$ cat src/fault_selector_defines.vh
`ifndef FAULT_SELECTOR_DEFINES_VH
`define FAULT_SELECTOR_DEFINES_VH

// Register word indices, matched against byte address bits 9:2 (printed offsets are not all multiples of four)
`define IDX_ACCUMULATION_MODE_REG 8'h0F
`define IDX_GAIN_TRIM 8'h1C
`define IDX_CALIBRATION_MODE_REG 8'h3D
`define IDX_IRQ_EN1 8'hD9
`define IDX_IRQ_ST1 8'hDC
`define ADDR_WIDTH 10
// Field positions
`define BIT_SEL_IND 7
`define BIT_SIGN_CTRL 6
`define BIT_FAULT_FLAG 5
`define BIT_FORCE_LO 4
`define BIT_FORCE_HI 5
// Force field codes
`define FORCE_PHASE 2'h1
`define FORCE_NEUTRAL 2'h2
// Reset values
`define ACCUMULATION_MODE_REG_RESET 8'h00
`define CALIBRATION_MODE_REG_RESET 8'h00
`define GAIN_TRIM_RESET 12'h000
// Sample and accumulator widths
`define SAMPLE_W 24
`define MAG_W 23
`define TRIM_W 12
// Averaging: magnitude shifts into a leaky average, time constant 2^AVG_SHIFT samples
`define AVG_SHIFT 5'h0C
// Decision window timing, in milliseconds
`define FAULT_QUAL_MS 1000
`define SWAP_QUAL_MS 3000
`define CLOCK_KHZ 20000
`define FAULT_QUAL_CYCLES (`FAULT_QUAL_MS * `CLOCK_KHZ)
`define SWAP_QUAL_CYCLES (`SWAP_QUAL_MS * `CLOCK_KHZ)
// Light load floor: 0.3 percent of full scale code 0x20C49B
`define FULL_SCALE_CODE 24'h20C49B
`define LIGHT_LOAD_NUM 3
`define LIGHT_LOAD_DEN 1000

`endif

$ cat src/current_input_fault_selector.v
`timescale 1ns/1ps
`include "fault_selector_defines.vh"

// Notes on behaviour
// (RULE1) Fault when inputs differ over 6.25%
// (RULE2) Fault with larger inactive input swaps
// (RULE3) During fault, larger input feeds calculations
// (RULE4) Phase input selected after reset
// (RULE5) Fault recognised about one second later
// (RULE6) Detection off below 0.3% full scale
// (RULE7) Selected input shown in accumulation bit 7
// (RULE8) Calibration bits 5:4 force input select
// (RULE9) Flag set on fault entry and exit
// (RULE10) Enabled flag raises the interrupt
// (RULE11) Neutral below 93.75% flags, no swap
// (RULE12) Flag follows fault about three seconds; the code flags neutral low at fault entry, after about one second
// (RULE13) Neutral exceeds phase: flag and swap
// (RULE14) Return to phase needs 6.25% margin
// (RULE15) Sign control flags phase within 6.25%
// (RULE16) Neutral gain trim, signed 12 bits
// (RULE17) Software computes trim from forced measurements
// (RULE18) Flag held until software clears it
module current_input_fault_selector #(
  parameter [31:0] FAULT_QUAL_COUNT = `FAULT_QUAL_CYCLES,
  parameter [31:0] SWAP_QUAL_COUNT = `SWAP_QUAL_CYCLES
) (
  input wire clock,
  input wire rst_n,
  input wire [`ADDR_WIDTH-1:0] avs_address,
  input wire avs_read,
  input wire avs_write,
  input wire [31:0] avs_writedata,
  input wire [3:0] avs_byteenable,
  output reg [31:0] avs_readdata,
  output reg avs_waitrequest,
  input wire sample_valid,
  input wire signed [`SAMPLE_W-1:0] phase_current_input,
  input wire signed [`SAMPLE_W-1:0] neutral_current_input,
  output reg signed [`SAMPLE_W-1:0] selected_current,
  output reg selected_valid,
  output reg selected_input_indicator,
  output reg irq
);
  reg [7:0] accumulation_mode_reg;
  reg [7:0] calibration_mode_reg;
  reg [`TRIM_W-1:0] neutral_input_gain_trim;
  reg [7:0] interrupt_enable_one;
  reg fault_change_flag;
  reg sel_reg;
  reg sel_next;
  reg fault_state_reg;
  reg flag_set;
  reg bus_done_reg;
  reg [31:0] rdata_next;
  wire [`MAG_W-1:0] phase_level;
  wire [`MAG_W-1:0] neutral_raw_level;
  wire [`MAG_W-1:0] neutral_level;
  wire signed [`SAMPLE_W-1:0] neutral_trimmed;
  wire [1:0] forced_input_select;
  wire sign_ctrl;
  wire active_phase;
  wire detect_enable;
  wire fault_now;
  wire neutral_low;
  wire neutral_high;
  wire phase_high;
  wire phase_close;
  wire fault_qual;
  wire low_qual;
  wire swap_up_qual;
  wire swap_back_qual;
  wire close_qual;
  wire word_read;
  wire word_write;
  wire [7:0] reg_index;
  wire [33:0] phase_scaled;
  wire [33:0] neutral_scaled;
  wire [33:0] floor_scaled;

  // Scale a level by 16 or by 15, so compares test against 15/16, the 6.25% margin
  function [`MAG_W+3:0] times_sixteen;
    input [`MAG_W-1:0] v;
    begin
      times_sixteen = {v, 4'h0};
    end
  endfunction

  function [`MAG_W+3:0] times_fifteen;
    input [`MAG_W-1:0] v;
    begin
      times_fifteen = {v, 4'h0} - {4'h0, v};
    end
  endfunction

  // Gain trim applied ahead of averaging; resolution 2^-12 per step
  function signed [`SAMPLE_W-1:0] apply_trim;
    input signed [`SAMPLE_W-1:0] s;
    input signed [`TRIM_W-1:0] t;
    reg signed [`SAMPLE_W+`TRIM_W:0] prod;
    begin
      prod = s * t;
      apply_trim = s + prod[`SAMPLE_W+11:12];
    end
  endfunction

  assign forced_input_select = calibration_mode_reg[`BIT_FORCE_HI:`BIT_FORCE_LO];
  assign sign_ctrl = accumulation_mode_reg[`BIT_SIGN_CTRL];
  assign active_phase = ~sel_reg;
  // (RULE16) Neutral trim applied
  assign neutral_trimmed = apply_trim(neutral_current_input, neutral_input_gain_trim);
  assign reg_index = avs_address[9:2];
  assign word_read = avs_read & ~bus_done_reg;
  // Write lands on the edge where the master sees waitrequest low
  assign word_write = avs_write & bus_done_reg;

  magnitude_averager phase_avg (
    .clock(clock),
    .rst_n(rst_n),
    .sample_valid(sample_valid),
    .sample(phase_current_input),
    .level(phase_level)
  );

  magnitude_averager neutral_avg (
    .clock(clock),
    .rst_n(rst_n),
    .sample_valid(sample_valid),
    .sample(neutral_trimmed),
    .level(neutral_raw_level)
  );
  assign neutral_level = neutral_raw_level;

  // (RULE6) Light-load inhibit
  // Wide products, a maximum 23-bit level times 1000 overflows 32 bits
  assign phase_scaled = {11'h000, phase_level} * `LIGHT_LOAD_DEN;
  assign neutral_scaled = {11'h000, neutral_level} * `LIGHT_LOAD_DEN;
  assign floor_scaled = {10'h000, `FULL_SCALE_CODE} * `LIGHT_LOAD_NUM;
  assign detect_enable = (phase_scaled > floor_scaled) | (neutral_scaled > floor_scaled);

  // (RULE11) Neutral under 15/16 of phase
  assign neutral_low = times_sixteen(neutral_level) < times_fifteen(phase_level);
  // (RULE13) Neutral minus phase over 1/16 neutral
  assign neutral_high = times_fifteen(neutral_level) > times_sixteen(phase_level);
  // (RULE14) Phase minus neutral over 1/16 neutral
  assign phase_high = times_sixteen(phase_level) > {1'b0, neutral_level, 4'h0} +
                      {4'h0, neutral_level};
  // (RULE15) Phase within 1/16 of neutral
  assign phase_close = ~neutral_high & ~phase_high & ~neutral_low;
  // (RULE1) Difference beyond 6.25% of active level
  assign fault_now = detect_enable &
                     (active_phase ? (neutral_low | neutral_high) : (phase_high | neutral_low));

  // (RULE5) One-second qualify
  qualify_timer #(.COUNT(FAULT_QUAL_COUNT)) fault_timer (
    .clock(clock),
    .rst_n(rst_n),
    .condition(fault_now),
    .qualified(fault_qual)
  );

  // (RULE12) Three-second flag delay
  qualify_timer #(.COUNT(SWAP_QUAL_COUNT)) low_timer (
    .clock(clock),
    .rst_n(rst_n),
    .condition(detect_enable & active_phase & neutral_low),
    .qualified(low_qual)
  );

  qualify_timer #(.COUNT(SWAP_QUAL_COUNT)) up_timer (
    .clock(clock),
    .rst_n(rst_n),
    .condition(detect_enable & active_phase & neutral_high),
    .qualified(swap_up_qual)
  );

  qualify_timer #(.COUNT(SWAP_QUAL_COUNT)) back_timer (
    .clock(clock),
    .rst_n(rst_n),
    .condition(detect_enable & ~active_phase & phase_high),
    .qualified(swap_back_qual)
  );

  qualify_timer #(.COUNT(SWAP_QUAL_COUNT)) close_timer (
    .clock(clock),
    .rst_n(rst_n),
    .condition(detect_enable & phase_close),
    .qualified(close_qual)
  );

  always @* begin
    sel_next = sel_reg;
    case (forced_input_select)
      // (RULE8) Forced selection
      `FORCE_PHASE: sel_next = 1'b0;
      `FORCE_NEUTRAL: sel_next = 1'b1;
      default: begin
        // (RULE2) Automatic swap to larger
        if (active_phase && swap_up_qual) begin
          sel_next = 1'b1;
        end else if (!active_phase && swap_back_qual) begin
          sel_next = 1'b0;
        end
      end
    endcase
  end

  always @* begin
    flag_set = 1'b0;
    if (!sign_ctrl) begin
      // (RULE9) Entry and exit both flag
      if (fault_qual != fault_state_reg) begin
        flag_set = 1'b1;
      end
      // (RULE11) Flag without swap
      if (low_qual && !fault_state_reg) begin
        flag_set = 1'b1;
      end
      // (RULE13) Flag with swap
      if (active_phase && swap_up_qual) begin
        flag_set = 1'b1;
      end
    end else begin
      // (RULE15) Early flag on closeness
      if (close_qual) begin
        flag_set = 1'b1;
      end
    end
  end

  always @* begin
    rdata_next = 32'h0000_0000;
    case (reg_index)
      `IDX_ACCUMULATION_MODE_REG: rdata_next = {24'h000000, sel_reg, accumulation_mode_reg[6:0]};
      `IDX_GAIN_TRIM: rdata_next = {20'h00000, neutral_input_gain_trim};
      `IDX_CALIBRATION_MODE_REG: rdata_next = {24'h000000, calibration_mode_reg};
      `IDX_IRQ_EN1: rdata_next = {24'h000000, interrupt_enable_one};
      `IDX_IRQ_ST1: rdata_next = {26'h0000000, fault_change_flag, 5'h00};
      default: rdata_next = 32'h0000_0000;
    endcase
  end

  always @(posedge clock) begin
    if (!rst_n) begin
      accumulation_mode_reg <= `ACCUMULATION_MODE_REG_RESET;
      calibration_mode_reg <= `CALIBRATION_MODE_REG_RESET;
      neutral_input_gain_trim <= `GAIN_TRIM_RESET;
      interrupt_enable_one <= 8'h00;
      fault_change_flag <= 1'b0;
      // (RULE4) Phase after reset
      sel_reg <= 1'b0;
      fault_state_reg <= 1'b0;
      bus_done_reg <= 1'b0;
      avs_waitrequest <= 1'b1;
      avs_readdata <= 32'h0000_0000;
      selected_current <= {`SAMPLE_W{1'b0}};
      selected_valid <= 1'b0;
      selected_input_indicator <= 1'b0;
      irq <= 1'b0;
    end else begin
      sel_reg <= sel_next;
      fault_state_reg <= fault_qual;
      // Fixed one-wait answer: waitrequest drops one cycle after request
      bus_done_reg <= (avs_read | avs_write) & ~bus_done_reg;
      avs_waitrequest <= ~((avs_read | avs_write) & ~bus_done_reg);
      if (word_read) begin
        avs_readdata <= rdata_next;
      end
      if (word_write && avs_byteenable[0]) begin
        case (reg_index)
          // Bit 7 is status only, never written
          `IDX_ACCUMULATION_MODE_REG: accumulation_mode_reg <= {1'b0, avs_writedata[6:0]};
          `IDX_CALIBRATION_MODE_REG: calibration_mode_reg <= avs_writedata[7:0];
          `IDX_IRQ_EN1: interrupt_enable_one <= avs_writedata[7:0];
          default: begin
          end
        endcase
      end
      if (word_write && reg_index == `IDX_GAIN_TRIM) begin
        if (avs_byteenable[0]) begin
          neutral_input_gain_trim[7:0] <= avs_writedata[7:0];
        end
        if (avs_byteenable[1]) begin
          neutral_input_gain_trim[11:8] <= avs_writedata[11:8];
        end
      end
      // (RULE18) Sticky flag, set beats clear
      if (flag_set) begin
        fault_change_flag <= 1'b1;
      end else if (word_write && avs_byteenable[0] && reg_index == `IDX_IRQ_ST1 &&
                   avs_writedata[`BIT_FAULT_FLAG]) begin
        fault_change_flag <= 1'b0;
      end
      // (RULE10) Enabled flag drives interrupt
      irq <= fault_change_flag & interrupt_enable_one[`BIT_FAULT_FLAG];
      // (RULE3) Feed the selected input
      selected_current <= sel_reg ? neutral_trimmed : phase_current_input;
      selected_valid <= sample_valid;
      // (RULE7) Indicator mirrors selection
      selected_input_indicator <= sel_reg;
    end
  end
endmodule

$ cat src/magnitude_averager.v
`timescale 1ns/1ps
`include "fault_selector_defines.vh"

module magnitude_averager (
  input wire clock,
  input wire rst_n,
  input wire sample_valid,
  input wire signed [`SAMPLE_W-1:0] sample,
  output reg [`MAG_W-1:0] level
);
  reg [`MAG_W+11:0] acc_reg;
  reg [`MAG_W+11:0] acc_next;
  reg [`MAG_W-1:0] mag;

  always @* begin
    mag = sample[`SAMPLE_W-1] ? (~sample[`MAG_W-1:0] + {{(`MAG_W-1){1'b0}}, 1'b1})
                              : sample[`MAG_W-1:0];
    acc_next = acc_reg - (acc_reg >> `AVG_SHIFT) + {12'h000, mag};
  end

  always @(posedge clock) begin
    if (!rst_n) begin
      acc_reg <= {(`MAG_W+12){1'b0}};
      level <= {`MAG_W{1'b0}};
    end else begin
      if (sample_valid) begin
        acc_reg <= acc_next;
      end
      level <= acc_reg[`MAG_W+11:12];
    end
  end
endmodule

$ cat src/qualify_timer.v
`timescale 1ns/1ps

module qualify_timer #(
  parameter [31:0] COUNT = 32'h0000_0001
) (
  input wire clock,
  input wire rst_n,
  input wire condition,
  output reg qualified
);
  // Restarts whenever the condition drops, so short glitches never qualify
  reg [31:0] count_reg;

  always @(posedge clock) begin
    if (!rst_n) begin
      count_reg <= 32'h0000_0000;
      qualified <= 1'b0;
    end else if (!condition) begin
      count_reg <= 32'h0000_0000;
      qualified <= 1'b0;
    end else if (count_reg >= COUNT - 32'h0000_0001) begin
      qualified <= 1'b1;
    end else begin
      count_reg <= count_reg + 32'h0000_0001;
    end
  end
endmodule

$ cat config.mk
export PLATFORM = sky130hd
export DESIGN_NAME = current_input_fault_selector
export DESIGN_NICKNAME = d
export VERILOG_FILES = /design/src/current_input_fault_selector.v /design/src/magnitude_averager.v /design/src/qualify_timer.v
export VERILOG_INCLUDE_DIRS = /design/src
export SDC_FILE = /design/constraint.sdc
export NUM_CORES = 2
export LEC_CHECK = 0
export BUFFER_PORTS_ARGS = -buffer_cell sky130_fd_sc_hd__buf_2
export CAP_MARGIN = 20
export CORE_ASPECT_RATIO = 1.1
export CORE_MARGIN = 5
export CORE_UTILIZATION = 60
export DETAILED_ROUTE_END_ITERATION = 10
export GPL_TIMING_DRIVEN = 0
export HOLD_SLACK_MARGIN = 0.08
export MAX_ROUTING_LAYER = met4
export PLACE_DENSITY = 0.89
export SLEW_MARGIN = 0
export SYNTH_ARGS = -nofsm -noshare
export SYNTH_HDL_FRONTEND = slang
export SYNTH_SLANG_ARGS = --single-unit
$ cat constraint.sdc
create_clock -name clock -period 37 [get_ports clock]
set_clock_uncertainty 0.05 [all_clocks]
set_input_delay 3.7 -clock clock [delete_from_list [all_inputs] [get_ports clock]]
set_output_delay 3.7 -clock clock [all_outputs]
set_load 0.05 [all_outputs]
==> impl_results.md <==
* Met1 Use GR at 37.4%
* Global-route wire length before repair at 186000 um
* DP HPWL at 91500 um
* R2r endpoint: neutral_avg.acc_reg[33]
* Area contributors post-synth: fa_1, dfxtp_1, ha_1
* CP Capture Type: flop
* Dominant cell type by area after synthesis: fa_1
* Leakage at between 20 and 25 nW
* DRC errors left at 0
* TritonCTS Buffers at 40
* Post-synth ARST share at 0%
* Number of top-level pins at about 160
* Root Buffer: clkbuf_16
* Crit-path max cell delay at 0.93 ns
* Register area share after synthesis at 17.2%
* Largest net degree at the start of global routing at 16
* Total wire length at about 120000 um
* Final setup vio count at 0
* Share of layout cells above drive strength 1 at about 5.1%
* Syn_area_per_cell at a little under 9 um^2
* Post-synth EDFFs at 0
* Tightest Hold Check Type: flop to flop
* Vias in the first global route at around 36000
* M2 GR Usage at about half
* Placement Rows at 101
* Die ar. at between 0.07 and 0.08 mm^2
* Slowest-stage cell, CP: xnor2_1
* Fmax at about 0.056 GHz
* Status: complete, no violations
* Ys Warns at 0
* Count leader, synth: inv_1
* Postcts setup bufs at 0
* Synth Instances at approximately 4800
* Worst setup SP type: primary input
* Worst VDD drop at 40.5 uV
* Endpoints failing hold at 0
* Post-synth top cells: inv_1, fa_1, ha_1, nand2_1, dfxtp_1
* Total Power at between 2 and 3 mW
* Die Y at ~290 um
* Met3 global-route usage at around 5.2%
* # clock sinks at 360
* Hold Crit Endpoint: up_timer.count_reg[27]
* Max Root-Sink Buffers at 3
* CP dominant cell by count: fa_1
* I/O Buffers at ~110
* Critical path class: primary input to flop
* CP required at 37.41 ns
* Final min period at 17.84 ns
* Reg-to-reg slack, setup at ~22 ns
* Data arrival time of the worst path at approximately 18 ns
* Routed vias/inst at a little over 6
* Worst hold start: up_timer.count_reg[27]
* Reg2Reg Depth at 47
* Max cap viols at 0
* Starting Density at between 60% and 70%
* Slew @ Worst Pin at between 1 and 1.5 ns
* RSZ-0062 raised after global routing: false
* Die width at between 200 and 300 um
* Layout Area Growth over Synthesis at 7.82%
* Core ar. at around 0.069 mm^2
* Clk slew on worst S/H paths at around 0.06 ns
* DRT iter0 DRCs at roughly 2800
* Relative slew slack at about a fifth
* Hold_buf cts at 0
* Yosys reg bits at 360
* Utilization after layout at approximately two thirds
* Placed cell count at 5821
* Resize count post-CTS at 0
* Main flop type after synthesis: dfxtp_1
* Non-filler instance count after layout at 5897
* Fin Setup TNS at 0 ns
* Most Crowded Layer GR: met2
* DR pass1 iterations at 6
* Routed WL per cell at just under 20 um
* Netlist Area Pre-Place at 0.0419 mm^2
* Netlist cell types at around 80
* CTS tree: done
* Final Cycle Share at roughly 48%
* Nets at ~6000
* Worst R2R Start: neutral_input_gain_trim[4]
* Worst skew pair latency at approximately 0.6 ns
* Final Max Tran Viols at 0
* Share of the synthesized area in the top cell type at 22.4%
* CP Max Fanout at 10
* Total track usage at about 31%
* Initial antenna violation count at 3
* H-tree levels at 2
* Routed Antenna Nets at 0
* Hold Crit Depth at 2
* Overflow left after global routing at 0
* DR vias at roughly 36000
* GPL Wtd Cong at between 1 and 1.5
* Power Dens Cells at 64.7 mW/mm^2
worst max-delay path by stage:
stage / slack (ns) / from / end / cells past startpoint
floorplan: 22.35 / neutral_current_input[1] / neutral_avg.acc_reg[33] / 43
finish: 19.16 / neutral_current_input[1] / neutral_avg.acc_reg[33] / 45
global placement: 18.73 / neutral_current_input[1] / neutral_avg.acc_reg[33] / 44
CTS: 19.15 / neutral_current_input[1] / neutral_avg.acc_reg[33] / 44
global route: 18.49 / neutral_current_input[1] / neutral_avg.acc_reg[33] / 45
detailed placement: 18.66 / neutral_current_input[1] / neutral_avg.acc_reg[33] / 44
cell usage in the layout (no fill, tap or decap), types with 137 or more instances in the layout:
master,n
inv_1,497
fa_1,468
ha_1,441
nand2_1,415
dfxtp_1,360
nor2_1,261
xnor2_1,220
a21oi_1,217
nor3_1,168
and2_1,163
clkbuf_1,149
o21ai_0,138
nor2b_1,137
metal layers:
layer	part of all wire (%)	routed length, um
met4	7.3	8370
met2	47	54300
met1	38	43700
met5	0	0
met3	7.9	9110
cell families after synthesis:
group	synth area share, %
AOI/OAI and AO/OA	12.5
xor gates and xnor gates	7.12
adders and majority gates	35.5
buffers and inverters	6.45
DFF	17.2
muxes	2.23
other	0.00895
and+or+nand+nor	19.0
power by group:
| part | leakage (nW) | internal, mW | switching, mW | total [mW] |
|---|---|---|---|---|
| Combinational | 17.1 | 0.829 | 1.15 | 1.98 |
| Sequential | 2.93 | 0.431 | 0.0846 | 0.515 |
| Clock | 0.704 | 0.251 | 0.182 | 0.433 |
| Total | 20.7 | 1.51 | 1.41 | 2.92 |
per-stage QoR:
| stage | setup WS (ns) | hold slack, ns | instance area [um^2] |
|---|---|---|---|
| after CTS | 19.15 | 0.382 | 45200 |
| after global routing | 18.49 | 0.404 | 45200 |
| after detailed placement | 18.66 | 0.370 | 43700 |
| final | 19.16 | 0.387 | 45200 |
| after floorplan | 22.35 | 0.359 | 42000 |
| after global placement | 18.73 | 0.366 | 43700 |
layout make-up:
cell class	instances	area, um^2
diodes	2	5.00
fillers	5378	23900
flip-flops and latches	360	7210
multi-input cells	3730	32100
repair buffers	116	583
clock inverters	20	293
clock buffers	52	1150
well taps	927	1160
inverters	497	1870
plain buffers	193	837
critical path, delay by kind of cell:
family          cells  cell delay [ns]
compound gates     17             5.63
fa+ha+maj           9             4.15
simple gates       10             1.73
buf+inv             5             1.60
xor+xnor            4             1.40
Note: power is estimated with default switching activity, not from simulation.
